`src/verilog/can_rrc_pkg.sv`:
```
// ----------------------------------------
// shared constants and types
// ----------------------------------------
package can_rrc_pkg;
  localparam int RETRY_W = 4;
  localparam int REINT_W = 8;
  localparam int FFC_W = 4;
  localparam logic [RETRY_W-1:0] RETRY_ZERO = 4'h0;
  localparam logic [RETRY_W-1:0] RETRY_STEP = 4'h1;
  localparam logic [REINT_W-1:0] REINT_ZERO = 8'h00;
  localparam logic [REINT_W-1:0] REINT_STEP = 8'h01;
  localparam logic [REINT_W-1:0] REINT_LAST = 8'h80;
  localparam logic [FFC_W-1:0] FFC_PRELOAD = 4'hA;
  localparam logic [FFC_W-1:0] FFC_ZERO = 4'h0;
  localparam logic [FFC_W-1:0] FFC_STEP = 4'h1;

  typedef enum logic [0:0] {REINT_IDLE, REINT_RUN} reint_state_e;
endpackage : can_rrc_pkg

```
`src/verilog/ffc_if.sv`:
```
`timescale 1ns/100ps
`default_nettype none
// ----------------------------------------
// control of the frame-field counter
// ----------------------------------------
interface ffc_if;
  import can_rrc_pkg::*;
  logic preload;
  logic decrement;
  logic zero;
  logic [FFC_W-1:0] value;
  modport ctl (output preload, output decrement, input zero, input value);
  modport ctr (input preload, input decrement, output zero, output value);
endinterface : ffc_if
`default_nettype wire

```
`src/verilog/frame_field_counter.sv`:
```
`timescale 1ns/100ps
`default_nettype none
module frame_field_counter
  import can_rrc_pkg::*;
(
  input wire logic clock,
  input wire logic rst_b,
  ffc_if.ctr ffc
);
  typedef struct packed {
    logic [FFC_W-1:0] value;
  } ffc_state_s;

  ffc_state_s s_r;
  ffc_state_s s_nxt;

  // preload wins over decrement; decrement saturates at zero
  always_comb
  begin
    s_nxt = s_r;
    if (ffc.preload)
      s_nxt.value = FFC_PRELOAD;
    else if (ffc.decrement && s_r.value != FFC_ZERO)
      s_nxt.value = s_r.value - FFC_STEP;
  end

  always_ff @(posedge clock or negedge rst_b)
  begin
    if (!rst_b)
      s_r <= '0;
    else
      s_r <= s_nxt;
  end

  assign ffc.value = s_r.value;
  assign ffc.zero = (s_r.value == FFC_ZERO);
endmodule : frame_field_counter
`default_nettype wire

```
`src/verilog/can_retransmit_reintegration_ctr.sv`:
```
`timescale 1ns/100ps
`default_nettype none
module can_retransmit_reintegration_ctr
  import can_rrc_pkg::*;
(
  input wire logic clock,
  input wire logic rst_b,
  input wire logic retry_limit_enable,
  input wire logic [RETRY_W-1:0] retry_limit_threshold,
  input wire logic error_counter_reset_cmd,
  input wire logic bus_off,
  input wire logic process_stage,
  input wire logic rx_recessive,
  input wire logic frame_start,
  input wire logic tx_attempt,
  input wire logic arb_lost,
  input wire logic err_frame_req,
  input wire logic buf_changed,
  input wire logic buf_tx_ok,
  input wire logic buf_tx_failed,
  input wire logic buf_aborted,
  output logic [RETRY_W-1:0] retry_count,
  output logic retry_limit_hit,
  output logic tx_fail_cmd,
  output logic [REINT_W-1:0] reint_count,
  output logic reint_active,
  output logic reint_done
);
  typedef struct packed {
    reint_state_e reint_st;
    logic [RETRY_W-1:0] retry_cnt;
    logic counted;
    logic limit_hit;
    logic fail_cmd;
    logic [REINT_W-1:0] reint_cnt;
    logic reint_done;
  } ctr_state_s;

  ctr_state_s s_r;
  ctr_state_s s_nxt;

  ffc_if ffc ();

  frame_field_counter u_ffc (
    .clock(clock),
    .rst_b(rst_b),
    .ffc(ffc)
  );

  // ----------------------------------------
  // retry decode
  // ----------------------------------------
  function automatic logic at_limit(input logic [RETRY_W-1:0] cnt,
                                    input logic [RETRY_W-1:0] thr);
    // >= guards against the threshold being lowered mid-sequence
    at_limit = (cnt >= thr);
  endfunction : at_limit

  logic retry_clr;
  logic tx_evt;
  logic hit_now;
  logic reint_run;
  logic reint_req;
  logic run_bit;
  logic run_end;

  assign reint_run = (s_r.reint_st == REINT_RUN);
  // frames on the bus are not ours while rejoining
  assign tx_evt = (arb_lost | err_frame_req) & tx_attempt & ~s_r.counted
                  & ~reint_run;
  assign retry_clr = buf_changed | buf_tx_ok | buf_tx_failed
                     | buf_aborted;
  assign hit_now = retry_limit_enable
                   & at_limit(s_r.retry_cnt, retry_limit_threshold);

  // ----------------------------------------
  // reintegration decode
  // ----------------------------------------
  assign reint_req = ~reint_run & bus_off & error_counter_reset_cmd;
  assign run_bit = reint_run & process_stage;
  assign run_end = run_bit & rx_recessive & ffc.zero;

  assign ffc.preload = reint_req | run_end
                       | (run_bit & ~rx_recessive);
  assign ffc.decrement = run_bit & rx_recessive & ~ffc.zero;

  // ----------------------------------------
  // next state
  // ----------------------------------------
  always_comb
  begin
    s_nxt = s_r;
    s_nxt.fail_cmd = 1'b0;
    s_nxt.reint_done = 1'b0;

    // a new frame opens a fresh once-per-frame window; a hit in the same
    // cycle still marks the window as used
    if (frame_start)
      s_nxt.counted = 1'b0;
    if (tx_evt)
      s_nxt.counted = 1'b1;

    if (!retry_limit_enable)
      s_nxt.retry_cnt = RETRY_ZERO;
    else if (retry_clr)
      s_nxt.retry_cnt = RETRY_ZERO;
    else if (tx_evt && hit_now)
    begin
      // give up: buffer is told to fail, which also clears the count
      s_nxt.fail_cmd = 1'b1;
      s_nxt.retry_cnt = RETRY_ZERO;
    end
    else if (tx_evt)
      s_nxt.retry_cnt = s_r.retry_cnt + RETRY_STEP;

    s_nxt.limit_hit = retry_limit_enable
                      & at_limit(s_nxt.retry_cnt, retry_limit_threshold);

    case (s_r.reint_st)
      REINT_IDLE:
      begin
        if (reint_req)
        begin
          s_nxt.reint_st = REINT_RUN;
          s_nxt.reint_cnt = REINT_ZERO;
        end
      end
      REINT_RUN:
      begin
        if (run_end)
        begin
          if (s_r.reint_cnt == REINT_LAST)
          begin
            s_nxt.reint_st = REINT_IDLE;
            s_nxt.reint_done = 1'b1;
          end
          else
            s_nxt.reint_cnt = s_r.reint_cnt + REINT_STEP;
        end
      end
      default:
        s_nxt.reint_st = REINT_IDLE;
    endcase
  end

  always_ff @(posedge clock or negedge rst_b)
  begin
    if (!rst_b)
    begin
      s_r <= '0;
      s_r.reint_st <= REINT_IDLE;
    end
    else
      s_r <= s_nxt;
  end

  assign retry_count = s_r.retry_cnt;
  assign retry_limit_hit = s_r.limit_hit;
  assign tx_fail_cmd = s_r.fail_cmd;
  assign reint_count = s_r.reint_cnt;
  assign reint_active = reint_run;
  assign reint_done = s_r.reint_done;
endmodule : can_retransmit_reintegration_ctr
`default_nettype wire

```
`config.mk`:
```
export PLATFORM = sky130hd
export DESIGN_NAME = can_retransmit_reintegration_ctr
export DESIGN_NICKNAME = d
export VERILOG_FILES = /design/src/verilog/can_rrc_pkg.sv /design/src/verilog/ffc_if.sv /design/src/verilog/frame_field_counter.sv /design/src/verilog/can_retransmit_reintegration_ctr.sv
export SDC_FILE = /design/constraint.sdc
export NUM_CORES = 1
export LEC_CHECK = 0
export ABC_CLOCK_PERIOD_IN_PS = 3300
export BUFFER_PORTS_ARGS = -buffer_cell sky130_fd_sc_hd__buf_2
export CAP_MARGIN = 10
export CORE_UTILIZATION = 40
export CTS_BUF_LIST = sky130_fd_sc_hd__clkbuf_16
export DETAILED_ROUTE_END_ITERATION = 8
export GPL_TIMING_DRIVEN = 0
export PLACE_DENSITY_LB_ADDON = 0.08
export SETUP_SLACK_MARGIN = 0.1
export SLEW_MARGIN = 20
export SYNTH_ARGS = -nofsm -noshare
export SYNTH_HDL_FRONTEND = slang
export SYNTH_SLANG_ARGS = --single-unit
```
`constraint.sdc`:
```
create_clock -name clock -period 3.3 [get_ports clock]
set_input_delay 0 -clock clock [delete_from_list [all_inputs] [get_ports clock]]
set_output_delay 0 -clock clock [all_outputs]
set_load 0.05 [all_outputs]
```
# Word-level counts from Yosys, hierarchy flattened
# Index checks and enable logic that the tools add are counted.
# totals
ram_bits	0
regBits	21
elab_cells	67
latch_bits	0
mem_count	0
out_inout_bits	16
in_bits	19
rom_bits	0
# op_classes
eq_ne	4
n_div	0
order_cmp	2
bitwise	22
n_mul	0
shift	0
n_reduce_logical	7
mux	21
n_addsub	3
# ops
cell	n
two-way mux 4 bit	6
two-way mux 8 bit	2
case mux 8 bit (2 select lines)	1
AND 1 bit	12
two-way mux 1 bit	10
two-way mux 9 bit	1
adder 8 x 1 -> 8 bit (second input constant)	1
equality test 8 bit (second input constant)	1
>= comparator 4 bit	2
bitwise OR 1 bit	6
adder 4 x 1 -> 4 bit (second input constant)	1
zero test 4 bit	1
inequality test 2 bit (second input constant)	2
NOT 1 bit	4
nonzero test 2 bit	2
nonzero test 4 bit	1
subtractor 4 x 1 -> 4 bit (second input constant)	1
AND reduction 3 bit	1
logical AND 1 bit	2
inequality test 2 x 1 -> 1 bit (second input constant)	1
case mux 1 bit (2 select lines)	1

# Depth between registers and ports, before layout
# Gate-level depths: netlist of the first run.
# logic_depth
depth_word	10
depth_mapped	11
depth_no_buf	11

# Modules after synthesis
# A second synthesis of the first run with hierarchy kept.
# hier_totals
cells_unflattened	155
hier_area_um2	1398.8
# modules_own_cells
module	seq_area_each_um2	cells_each	instances	area_each_um2
can_retransmit_reintegration_ctr	425.4	133	1	1181.1
frame_field_counter	100.1	22	1	217.7

# Least setup slack after synthesis of the first run
# Ideal clock, no wire load.
# synth_timing
path_type	register -> register
startpoint	register s_r (netlist bit retry_count[0])
endpoint	register s_r (netlist bit retry_limit_hit)
arrival_ps	2218
stages_incl_launch_ff	11
path_slack_ps	957
n_path_buf	0
period_less_slack_ps	2343
setup_time_ps	126
required_time_ps	3174
cell_sequence	dfrtp_1 > inv_1 > ha_1 > nand2b_1 > a211o_1 > a31o_2 > a211oi_1 > ha_1 > a21boi_0 > o21ai_0 > a21oi_1
# synth_rtl
element	line	text
from (decl)	can_retransmit_reintegration_ctr.sv:39	ctr_state_s s_r;
from (signal assigned)	can_retransmit_reintegration_ctr.sv:154	s_r <= s_nxt;

==> results of run 1 <==
critical path, cell delays in order, from the launching register on:
cell and delay, ns:
dfrtp_1 0.42, inv_1 0.07, ha_1 0.26, nand2b_1 0.14
a211o_1 0.31, a31o_2 0.27, a211oi_1 0.31, ha_1 0.28
a21boi_0 0.13, o21ai_0 0.18, a21oi_1 0.09
cell usage after synthesis, types with 2 or more instances:
cell type	n
nor3b_2	2
o21ai_1	8
inv_1	10
or3_1	2
nand3_1	12
buf_4	13
nor3_1	5
ha_1	12
and3_1	3
a211oi_1	3
a31oi_1	2
nand2_1	12
a21oi_1	6
nor2_1	5
xor2_1	3
o21ai_0	6
dfrtp_1	21
xnor2_1	2
where the power goes:
part | total [mW] | switching (mW) | leakage [nW] | internal, mW
Clock | 0.257 | 0.0944 | 0.0409 | 0.163
Sequential | 0.319 | 0.0313 | 0.278 | 0.287
Combinational | 0.209 | 0.127 | 0.536 | 0.0814
metrics by stage:
stage	hold slack (ns)	setup slack [ns]	area, um^2
final	0.00419	0.700	1760
after global routing	0.0323	0.476	1760
after CTS	0.00201	0.680	1760
after detailed placement	0.0000185	0.703	1660
after global placement	-0.00631	0.697	1660
after floorplan	-0.296	0.957	1430
registers in the layout (all words and copies together) (netlist names):
signal,flops
reint_count,8
retry_count,4
tx_fail_cmd,1
s_r,1
reint_done,1
retry_limit_hit,1
u_ffc.ffc.value,4
reint_active,1
cell type report:
type | instances | share of cell area
Buffer | 14 | 0.0618
Clock inverter | 1 | 0.00284
Clock buffer | 3 | 0.0426
Inverter | 10 | 0.0213
Tap cell | 46 | 0.0327
Sequential cell | 21 | 0.298
Timing Repair Buffer | 36 | 0.108
Multi-Input combinational cell | 107 | 0.433
routing by layer:
metal	vias up	routed length, um	global-route usage	share of wire
met5	-	0	0	0
met4	0	42	0.0571	0.014
met3	5	75	0.0373	0.026
met2	21	1330	0.309	0.46
met1	565	1460	0.245	0.50
li1	622	-	-	-
final timing paths:
kind,cells past startpoint,endpoint
setup / recovery,10,retry_limit_hit
hold / removal,3,retry_limit_hit
setup reg to reg,10,retry_limit_hit
hold reg to reg,2,s_r[11]
max in group asynchronous,2,retry_count[0]
min in group asynchronous,2,reint_count[7]
logic make-up after synthesis:
family,share of synthesized area
simple gates,0.222
buf+inv,0.102
compound gates,0.168
xor+xnor,0.0305
flops,0.366
fa+ha+maj,0.105
mux,0.00698
timing repair:
action | in CTS | in global routing
hold buffers | 2 | 0
endpoints found under the setup margin | 0 | 0
endpoints found under the hold margin | 22 | 0
==> impl_metrics.ini, run 1 <==
[floorplan]
row_count = 21
dieHeight_um = 61.9
dieWidth_um = 61.9
core_area_um2 = 3390
initial_core_util = 0.423
num_io_pins = 35
dieArea_um2 = 3830

[synth]
synth.top_cell.area_share = 0.366
netlist_instances = 152
synthesis.area_um2 = 1430
synth.distinct_cells = 43
synth_edf_count = 0
seq_area_frac_synth = 0.366
avgSynthCellArea_um2 = 9.43
synth_seq_cells = 21
yosysWarnings = 0
synthTopCellsByArea = dfrtp_1 37%, ha_1 10%, buf_4 6.8%
synthArstFlopShare = 1.00
synth_ff_type = dfrtp_1
syn_nets = 183
yosysTopAreaCell = dfrtp_1

[cells_and_area]
finalCoreUtilization = 0.520
register_area_um2 = 526
n_antenna_cell = 0
final_cell_mix = 34 x buf_2, 21 x dfrtp_1, 13 x buf_4
final_common_cell = buf_2
final_cells = 238
nets = 224
n_fill_cell = 314
syn_to_final_growth_pct = 22.9
drive_above_1_share = 0.333
multi_input_area_um2 = 762

[place]
port_buffers = 34
dp.cells = 232
dpl.hpwl_um = 2240
gp_congestion = 0.807

[drt]
vias = 1213
drtIter0Drc = 52
wl_per_cell_um = 12.2
wl_um = 2910
detail-route-antenna-nets = 0
routed_via_density = 5.10
drc = 0
dr.pass1.iters = 4

[clock_tree]
clockBufferDepth = 2
cts_buffers = 3
postCtsResizedCells = 0
clock_latency_ns = 0.26
htreeDepth = 1
tritoncts = yes
cts_sinks = 21
cts_root_buffer = clkbuf_16
post-cts-setup-buffers = 0
path_clk_slew_ns = 0.05

[critical_path]
worstSetupEndpointType = register
required_ns = 3.43
crit_arrival_ns = 2.73
crit_type = register to register
r2r_slack_ns = 0.70
worst_setup_path_start_kind = register
timing.rr.start = retry_count[0]
worstPathMaxFanout = 6
setup.worst_path.start = retry_count[0]

[timing]
worst_pin_slew_ns = 0.516
timing.fmax_mhz = 385
final.setup_skew_ns = 0.00851
rsz0062_at_grt = false
relSlewSlack = 0.655
finalHoldViolCount = 0
timing.final.crit_share = 0.788
final-setup-viol-count = 0
min_period_ns = 2.60
maxSlewViolCount = 0
setup_tns_ns = 0

[pwr]
ir_drop_uv = 287
totalPowerFinal_mw = 0.785
p_per_area_nw_per_um2 = 445
p_leak_nw = 0.855

[worst_hold_path]
worst_hold_path_type = input pin to register
hp-start = retry_limit_enable

[global_routing]
grt_pass1_wl_um = 5220
antenna_found_initial = 0
grt_max_degree = 22
grt_use_total = 0.186
grt_overflow = 0
first_global_vias = 1179

[job]
drv_cap = 0

[outcome]
run_status = completed
Note: power is estimated with default switching activity, not from simulation.
==> run 2, diff against run 1 <==
--- a/config.mk
+++ b/config.mk
@@ -5,7 +5,7 @@
 export SDC_FILE = /design/constraint.sdc
 export NUM_CORES = 1
 export LEC_CHECK = 0
-export ABC_CLOCK_PERIOD_IN_PS = 3300
+export ABC_CLOCK_PERIOD_IN_PS = 2100
 export BUFFER_PORTS_ARGS = -buffer_cell sky130_fd_sc_hd__buf_2
 export CAP_MARGIN = 10
 export CORE_UTILIZATION = 40
==> constraint.sdc (replaced) <==
create_clock -name clock -period 2.1 [get_ports clock]
set_input_delay 0 -clock clock [delete_from_list [all_inputs] [get_ports clock]]
set_output_delay 0 -clock clock [all_outputs]
set_load 0.05 [all_outputs]
==> impl_metrics.ini, run 2 (synthesis gave the netlist of run 1 again) <==
[place]
port_buffers = 34
dpl.hpwl_um = 2310
placed_area_um2 = 1680
gp_congestion = 0.807
dp.cells = 232
dpl_worst_slack_ns = -0.303

[critical_path]
worst_setup_path_start_kind = register
crit_arrival_ns = 2.42
required_ns = 2.23
worstPathMaxFanout = 4
crit_type = register to register
worstSetupEndpointType = register

[timing]
setup_ws_ns = -0.191
worst_pin_slew_ns = 0.535
final.setup_skew_ns = 0.00337
maxSlewViolCount = 0
final-setup-viol-count = 1
relSlewSlack = 0.642
min_period_ns = 2.29
finalHoldViolCount = 0
timing.fmax_mhz = 436
timing.final.crit_share = 1.09
rsz0062_at_grt = true

[pwr]
ir_drop_uv = 433
power_frac_clock = 0.324
seq_power_share = 0.406
p_leak_nw = 0.876
swShare = 0.321
totalPowerFinal_mw = 1.23
pwr-share-comb = 0.270
p_per_area_nw_per_um2 = 683
p_int_mw = 0.837
p_sw_mw = 0.396

[drt]
wl_per_cell_um = 12.6
vias = 1244
drtIter0Drc = 64
wl_um = 3030
dr.pass1.iters = 4
routed_via_density = 5.18
detail-route-antenna-nets = 0
drc = 0

[floorplan]
row_count = 21
dieArea_um2 = 3830
num_io_pins = 35
dieHeight_um = 61.9
core_area_um2 = 3390
initial_core_util = 0.423
dieWidth_um = 61.9

[clock_tree]
tritoncts = yes
cts_buffers = 3
clockBufferDepth = 2
path_clk_slew_ns = 0.05
htreeDepth = 1
cts_root_buffer = clkbuf_16
cts_sinks = 21
clock_latency_ns = 0.25

[global_routing]
grt_overflow = 0
grt_use_total = 0.183
grt_max_degree = 22
grt_pass1_wl_um = 5030
antenna_found_initial = 0
first_global_vias = 1096

[cells_and_area]
final_common_cell = buf_2
n_antenna_cell = 0
nets = 226
stdcell_area_um2 = 1810
drive_above_1_share = 0.351
final_cells = 240
largest_reg_flops = 8
final_cell_mix = 34 x buf_2, 20 x dfrtp_1, 14 x buf_4
syn_to_final_growth_pct = 25.9
finalCoreUtilization = 0.533

[worst_hold_path]
worst_hold_path_type = input pin to register

[job]
drv_cap = 0

[outcome]
run_status = complete, but fails checks
violations = setup timing
-- run 2: cell count changes in the layout (fill, tap and decap cells not counted), sizes merged --
cell         previous run  this run
dlygate4sd3             2         3
clkinv                  1         0
inv                    10        11
buf                    48        49
-- run 2: worst paths after layout --
| path | to | startpoint | depth (start not counted) | slack, ns |
|---|---|---|---|---|
| min | u_ffc.ffc.value[0] | process_stage | 4 | 0.07 |
| min in group asynchronous | u_ffc.ffc.value[3] | rst_b | 2 | 0.24 |
| max in group asynchronous | reint_active | rst_b | 2 | 1.50 |
| min reg2reg | s_r[11] | s_r[11] | 2 | 0.52 |
| max | retry_limit_hit | retry_count[0] | 10 | -0.19 |
| max reg2reg | retry_limit_hit | retry_count[0] | 10 | -0.19 |
-- run 2: final cells by class --
type / count / area, um^2
fillers: 336 / 1580
multi-input cells: 107 / 788
flip-flops and latches: 21 / 527
repair buffers: 38 / 208
plain buffers: 14 / 109
clock buffers: 3 / 75.1
well taps: 46 / 57.6
inverters: 10 / 37.5
clock inverters: 1 / 3.75
-- run 2: power groups by stage --
stage	clock network, mW	registers (mW)	logic (mW)
floorplan	0	0.510	0.242
global placement	0	0.508	0.321
detailed placement	0	0.510	0.330
CTS	0.408	0.502	0.338
global route	0.435	0.509	0.372
finish	0.400	0.501	0.333
-- run 2: worst max-delay path, stage by stage (launching register included) --
cell      delay (ns)
dfrtp_1         0.36
inv_1           0.05
ha_1            0.26
nand2b_4        0.14
a211o_1         0.28
a31o_4          0.25
a211oi_2        0.22
ha_1            0.26
a21boi_1        0.13
o21ai_1         0.14
a21oi_1         0.09
-- run 2: metal layers --
layer | track usage | part of all wire
met1 | 0.246 | 0.50
met2 | 0.292 | 0.45
met3 | 0.0435 | 0.033
met4 | 0.0571 | 0.012
met5 | 0 | 0
-- run 2: repair_timing --
action	CTS	global route
setup endpoints to repair	1	1
gates resized for setup	1	0
setup buffers	1	0
gates cloned	0	0
hold endpoints to repair	23	0
hold buffers	3	0
-- run 2: per-stage QoR --
step | hold WS (ns) | setup TNS [ns]
after global routing | 0.0869 | -0.311
after floorplan | -0.296 | -0.0724
final | 0.0744 | -0.191
after detailed placement | -0.00340 | -0.303
after CTS | 0.0678 | -0.233
after global placement | -0.00860 | -0.271
